[src/hbf_pkg.sv]
package hbf_pkg;

  // Register map, byte addresses on the Avalon-MM word bus
  localparam logic [3:0]  HBF_ADDR_CONFIG   = 4'h0;
  localparam logic [3:0]  HBF_ADDR_STATUS   = 4'h4;
  localparam logic [3:0]  HBF_ADDR_SYNC_CNT = 4'h8;

  // Configuration word field positions
  localparam int HBF_BIT_SYNC_EN    = 21;
  localparam int HBF_BIT_HB_USE     = 20;
  localparam int HBF_BIT_FINAL_EN   = 19;
  localparam int HBF_LSB_STAGE_EN   = 15;
  localparam int HBF_MSB_STAGE_EN   = 18;
  localparam int HBF_LSB_DEC        = 11;
  localparam int HBF_MSB_DEC        = 14;
  localparam int HBF_BIT_REAL       = 10;
  localparam int HBF_BIT_SYM_TYPE   = 9;
  localparam int HBF_BIT_ASYM       = 8;
  localparam int HBF_MSB_TAPS       = 7;
  localparam int HBF_MSB_IMPL       = 21;

  // Value after reset and the mask of implemented bits
  localparam logic [31:0] HBF_CONFIG_RESET = 32'h0000_0001;
  localparam logic [31:0] HBF_CONFIG_MASK  = 32'h003f_ffff;

  localparam int          HBF_NUM_STAGES   = 5;
  localparam logic [4:0]  HBF_DEC_ZERO_VAL = 5'h10;
  localparam logic [1:0]  HBF_RD_LATENCY   = 2'h1;

  typedef struct packed {
    logic       sync_en;
    logic       hb_use;
    logic [4:0] stage_en;
    logic [4:0] fir_decim;
    logic       fir_dual_real;
    logic       fir_even_sym;
    logic       fir_asym;
    logic [7:0] fir_taps;
  } hbf_cfg_t;

  typedef struct packed {
    logic [4:0] stage_active;
    logic [2:0] stage_count;
    logic       cfg_error;
  } hbf_path_t;

endpackage

[src/hbf_chain_ctrl.sv]
// The Avalon-MM register port and the register addresses were chosen for this implementation.
`timescale 1ns/1ps
// Summary of operation
// - Sync pin ignored when bit 21 clear
// - Sync pin resets filter sequencing when enabled
// - Bit 20 selects cascade, clear bypasses; software enables one
// - Bit 19 includes final halfband stage
// - Bits 18-15 enable stages four to one
// - Bits 14-11 decimation, zero means sixteen
// - Bit 10: complex or dual real
// - Bit 9: odd or even symmetry
// - Bit 8: symmetric or asymmetric coefficients
// - Bits 7-0 tap count, zero invalid
module hbf_chain_ctrl
  import hbf_pkg::*;
(
  // Clock and reset
  input  wire logic        clk,
  input  wire logic        resetn,
  // Avalon-MM slave
  input  wire logic [3:0]  avs_address,
  input  wire logic        avs_read,
  input  wire logic        avs_write,
  input  wire logic [31:0] avs_writedata,
  input  wire logic [3:0]  avs_byteenable,
  output logic [31:0]      avs_readdata,
  output logic             avs_waitrequest,
  // External filter synchronisation pin
  input  wire logic        filter_sync_input,
  // Configuration to the filter datapath
  output hbf_cfg_t         cfg_out,
  output logic [4:0]       halfband_stage_active,
  output logic             filter_seq_reset,
  output logic             cfg_error
);

  logic [31:0] config_reg;
  logic [31:0] config_next;
  logic [31:0] readdata_reg;
  logic        rd_done_reg;
  logic        seq_reset_reg;
  logic [15:0] sync_cnt_reg;
  hbf_cfg_t    cfg;
  hbf_path_t   path;
  logic        wr_cfg;
  logic        sync_hit;

  hbf_decode u_decode
  (
    .cfg_word (config_reg),
    .cfg      (cfg)
  );

  hbf_stage_path u_path
  (
    .cfg  (cfg),
    .path (path)
  );

  // Writes complete with no wait; reads wait one cycle for registered data
  assign avs_waitrequest = avs_read & ~rd_done_reg;
  assign wr_cfg          = avs_write && (avs_address == HBF_ADDR_CONFIG);

  always_comb
  begin
    config_next = config_reg;
    for (int b = 0; b < 4; b++)
    begin
      if (avs_byteenable[b])
        config_next[b*8 +: 8] = avs_writedata[b*8 +: 8];
    end
    config_next = config_next & HBF_CONFIG_MASK;
  end

  always_ff @(posedge clk or negedge resetn)
  begin
    if (!resetn)
      config_reg <= HBF_CONFIG_RESET;
    else if (wr_cfg)
      config_reg <= config_next;
  end

  always_ff @(posedge clk or negedge resetn)
  begin
    if (!resetn)
    begin
      rd_done_reg  <= 1'b0;
      readdata_reg <= 32'h0000_0000;
    end
    else
    begin
      rd_done_reg <= avs_read & ~rd_done_reg;
      if (avs_read && !rd_done_reg)
      begin
        case (avs_address)
          HBF_ADDR_CONFIG:   readdata_reg <= config_reg & HBF_CONFIG_MASK;
          HBF_ADDR_STATUS:   readdata_reg <= {21'h0, filter_seq_reset, path.cfg_error,
                                              1'b0, path.stage_count, path.stage_active};
          HBF_ADDR_SYNC_CNT: readdata_reg <= {16'h0, sync_cnt_reg};
          default:           readdata_reg <= 32'h0000_0000;
        endcase
      end
    end
  end

  // Pin acts only when enabled; otherwise sequencing never sees it
  assign sync_hit = cfg.sync_en & filter_sync_input;

  always_ff @(posedge clk or negedge resetn)
  begin
    if (!resetn)
      seq_reset_reg <= 1'b0;
    else
      seq_reset_reg <= sync_hit;
  end

  // Counts accepted sync events for alignment checks, saturating
  always_ff @(posedge clk or negedge resetn)
  begin
    if (!resetn)
      sync_cnt_reg <= 16'h0000;
    else if (sync_hit && sync_cnt_reg != 16'hffff)
      sync_cnt_reg <= sync_cnt_reg + 16'h0001;
  end

  always_ff @(posedge clk or negedge resetn)
  begin
    if (!resetn)
    begin
      cfg_out               <= '0;
      halfband_stage_active <= 5'h00;
      cfg_error             <= 1'b0;
    end
    else
    begin
      cfg_out               <= cfg;
      halfband_stage_active <= path.stage_active;
      cfg_error             <= path.cfg_error;
    end
  end

  assign avs_readdata     = readdata_reg;
  assign filter_seq_reset = seq_reset_reg;

endmodule

[src/hbf_decode.sv]
`timescale 1ns/1ps
module hbf_decode
  import hbf_pkg::*;
(
  // Raw configuration word
  input  wire logic [31:0] cfg_word,
  // Decoded fields
  output hbf_cfg_t         cfg
);

  always_comb
  begin
    cfg.sync_en       = cfg_word[HBF_BIT_SYNC_EN];
    cfg.hb_use        = cfg_word[HBF_BIT_HB_USE];
    cfg.stage_en      = cfg_word[HBF_BIT_FINAL_EN:HBF_LSB_STAGE_EN];
    cfg.fir_dual_real = cfg_word[HBF_BIT_REAL];
    cfg.fir_even_sym  = cfg_word[HBF_BIT_SYM_TYPE];
    cfg.fir_asym      = cfg_word[HBF_BIT_ASYM];
    cfg.fir_taps      = cfg_word[HBF_MSB_TAPS:0];
    // Code zero stands for the largest factor
    if (cfg_word[HBF_MSB_DEC:HBF_LSB_DEC] == 4'h0)
      cfg.fir_decim = HBF_DEC_ZERO_VAL;
    else
      cfg.fir_decim = {1'b0, cfg_word[HBF_MSB_DEC:HBF_LSB_DEC]};
  end

endmodule

[src/hbf_stage_path.sv]
`timescale 1ns/1ps
module hbf_stage_path
  import hbf_pkg::*;
(
  // Decoded configuration
  input  hbf_cfg_t  cfg,
  // Resulting decimation path
  output hbf_path_t path
);

  logic [4:0] act;

  genvar g;
  generate
    for (g = 0; g < HBF_NUM_STAGES; g++)
    begin : g_stage
      // Bypass overrides every stage enable
      assign act[g] = cfg.hb_use & cfg.stage_en[g];
    end
  endgenerate

  always_comb
  begin
    path.stage_active = act;
    path.stage_count  = 3'(act[0]) + 3'(act[1]) + 3'(act[2]) + 3'(act[3]) + 3'(act[4]);
    // Cascade in use but empty, or a zero tap count: flagged, not corrected
    path.cfg_error    = (cfg.hb_use && (cfg.stage_en == 5'h00)) || (cfg.fir_taps == 8'h00);
  end

endmodule
[config.mk]
export PLATFORM = sky130hd
export DESIGN_NAME = hbf_chain_ctrl
export DESIGN_NICKNAME = d
export VERILOG_FILES = /design/src/hbf_pkg.sv /design/src/hbf_chain_ctrl.sv /design/src/hbf_decode.sv /design/src/hbf_stage_path.sv
export SDC_FILE = /design/constraint.sdc
export NUM_CORES = 1
export LEC_CHECK = 0
export ABC_AREA = 1
export BUFFER_PORTS_ARGS = -buffer_cell sky130_fd_sc_hd__buf_4
export CORE_UTILIZATION = 28
export CTS_CLUSTER_DIAMETER = 80
export DETAILED_ROUTE_END_ITERATION = 16
export PLACE_DENSITY = 0.58
export SETUP_SLACK_MARGIN = 0.2
export SYNTH_ARGS = -nofsm -noshare
export SYNTH_HDL_FRONTEND = slang
export SYNTH_SLANG_ARGS = --single-unit
[constraint.sdc]
create_clock -name clk -period 6.1 [get_ports clk]
set_clock_uncertainty 0.1 [all_clocks]
set_input_delay 1.22 -clock clk [delete_from_list [all_inputs] [get_ports clk]]
set_output_delay 1.22 -clock clk [all_outputs]
set_load 0.005 [all_outputs]
==> qor.yml <==
cts_num_sinks: 91
ys_seq_area_frac: 0.5620
powerDensity_nw_per_um2: 305.5
setup_tns_ps: 0
max-clock-path-buffers: 2
finalCritPeriodShare: 0.4751
synthMuxAreaShare: 0
avgSynthCellArea_sq_um: 8.499
die_w_um: 122.3
synth_area_leaders: "dfrtp_1 (56%), nand2_1 (19%), nand3_1 (3.7%), inv_1 (3.1%), nor2_1 (2.9%)"
start_util: 0.2898
fmax_mhz: 345.1
worst_pin_slew_ps: 894.2
htreeDepth: 3
cpMaxStageDelayCell: "buf_4"
dp_hpwl_um: 7073
crit_type: "input port to output pin"
min_to: "cfg_out[9]$_DFF_PN0_"
clkLatencyLatePin_ps: 340
vias: 3301
hold_ws_ps: 283.1
r2r-end: "avs_readdata[6]$_DFFE_PN0P_"
io_pins: 108
place_area_sq_um: 4817
yosys.area_share.xor_xnor: 0.01512
stdcell_area_sq_um: 5131
cts_tree: "done"
antenna_found_initial: 0
place_congestion: 0.8768
crit_path_frequent_cell: "buf_4"
largest_register_ffs: 23
reg2reg_slack_ps: 3520
reg2regPathDepth: 12
root_buffer: "clkbuf_16"
switching_share: 0.2638
drt_iter0_drc: 225
floorplan.die_area_sq_um: 14960
coreArea_sq_um: 13990
synth.distinct_cells: 30
p_sw_mw: 0.4135
routed_wl_um: 9580
synth_compound_gate_area_share: 0.03580
grt_max_degree: 73
combPwrFrac: 0.153
relSlewSlack: 0.4038
path_max_fanout: 2
hold_violations: 0
status: "finished clean"
p_leak_nw: 2.694
synth_simple_gate_area_frac: 0.2917
setup_viol: 0
cts_buffers: 9
dr.pass1.iters: 5
hold_start: "config_reg[9]$_DFFE_PN0P_"
ir_worst_vdd_v: 0.0001326
synth_top_family_by_area: "simple AND/OR/NAND/NOR gates"
whs_path_depth: 0
cp_data_required_time_ps: 4780
synth-seq-cells: 91
globalRouteTotalUtil: 0.1366
cts_resized: 0
cts_setup_buffers: 0
synth_largest_area_cell: "dfrtp_1"
drv_cap: 0
insertedDiodeCount: 0
fillCellCount: 1472
synth_warnings: 0
areaGrowthSynthToFinish_pct: 26.57
grt_overflow: 0
hold_buffers: 0
rsz0062_at_grt: "false"
nNetsFinal: 610
final_max_slew_viol_count: 0
portBuffers: 86
worstSetupEndpointType: "output pin"
die_h_um: 122.3
syn_area_sq_um: 4054
cp-start-kind: "input port"
critical_path.cell_chain: "buf_4 > inv_1 > nor2_1 > buf_4"
grt_pass1_wl_um: 15440
final.min_clock_period_ps: 2898
rows: 43
min_path_type: "flop to flop"
clockPowerShare: 0.367
regToRegStartpoint: "config_reg[20]$_DFFE_PN0P_"
yosysTopAreaCellShare: 0.5556
p_int_mw: 1.154
grt_pass1_vias: 3152
drt-wirelength-per-cell_um: 12.86
synthAdderAreaFrac: 0.01914
drive_gt1_frac: 0.2124
slowest_delay_ps: 130
avgViaCountPerCell: 4.431
p_seq_frac: 0.481
arrival_ps: 1580
power_mw: 1.567
netlist_instances: 477
drc: 0
cts.clk_slew.worst_paths_ps: 60
postRouteAntennaNets: 0
through the flow:
| stage | utilization | setup slack (ps) | cells |
|---|---|---|---|
| 5_1_grt | 0.3668 | 3164 | 745 |
| 3_5_place_dp | 0.3444 | 2977 | 729 |
| 3_3_place_gp | 0.3444 | 3025 | 729 |
| 4_1_cts | 0.3668 | 3204 | 745 |
| 6_report | 0.3668 | 3202 | 745 |
| 2_1_floorplan | - | 3040 | 486 |
metal layers:
metal  global-route usage  part of all wire  up-vias
li1                     -                 -     1624
met1               0.1722              0.44     1588
met2               0.2237              0.49       80
met3              0.04043             0.062        9
met4              0.04421             0.011        0
met5                    0                 0        -
cell usage after synthesis:
library cell  count
clkbuf_1         10
inv_1            33
nand2_1         203
nor4_1            1
xnor2_1           6
nor2_4            3
nand3_2           2
a21oi_1           8
clkinv_1          2
nand2_8           1
xor2_1            1
o31ai_1           1
ha_1              3
buf_6             3
buf_4            10
nand3_1          30
o21ai_0          12
inv_2             3
nor2_1           31
nor2_2            2
nand2_4           1
nand4_1           5
inv_4             1
conb_1            1
dfstp_2           1
dfrtp_1          90
nand2_2           3
o22ai_1           6
buf_2             2
fa_1              2
how the worst max path moves through the flow:
stage | end | startpoint
after floorplan | avs_waitrequest | avs_read
after global placement | config_reg[12]$_DFFE_PN0P_ | avs_address[1]
final | avs_waitrequest | avs_read
after global routing | avs_waitrequest | avs_read
after detailed placement | config_reg[13]$_DFFE_PN0P_ | avs_address[1]
after CTS | avs_waitrequest | avs_read
worst max-delay path, delay by kind of cell:
family	cells	cell delay, ps
AND/OR/NAND/NOR	1	120
buffers and inverters	3	240
logic make-up after synthesis:
group                      Yosys count
buffers and inverters               64
adders and majority gates            5
DFF                                 91
other                                1
AOI/OAI and AO/OA                   27
and+or+nand+nor                    282
xor gates and xnor gates             7
cells in the final DEF (no fill, tap or decap), types with 2 or more instances in the layout:
cell	count
nor2_4	3
xnor2_1	6
nand3_1	30
fa_1	2
a21oi_1	8
conb_1	10
ha_1	3
nor2_2	2
buf_4	88
o21ai_0	12
nand2_2	3
nand3_2	2
nand2_1	203
o22ai_1	6
inv_2	3
nand4_1	5
inv_1	33
clkinv_1	2
clkbuf_16	9
dfrtp_1	90
nor2_1	31
clkbuf_8	3
power groups by stage:
stage	combinational, mW	sequential, mW	clock (mW)
2_1_floorplan	0.130	0.745	0
3_3_place_gp	0.237	0.763	0
4_1_cts	0.244	0.756	0.591
5_1_grt	0.277	0.766	0.613
6_report	0.239	0.754	0.575
3_5_place_dp	0.243	0.767	0
layout make-up:
type	count	area, sq um	area share
Sequential cell	91	2278	0.4440
Multi-Input combinational cell	331	1504	0.2931
Timing Repair Buffer	88	660.6	0.1287
Clock buffer	13	270.3	0.05267
Clock inverter	3	43.79	0.008535
Tap cell	180	225.2	0.04389
Inverter	39	148.9	0.02902
Power figures use the tool's default switching activity.
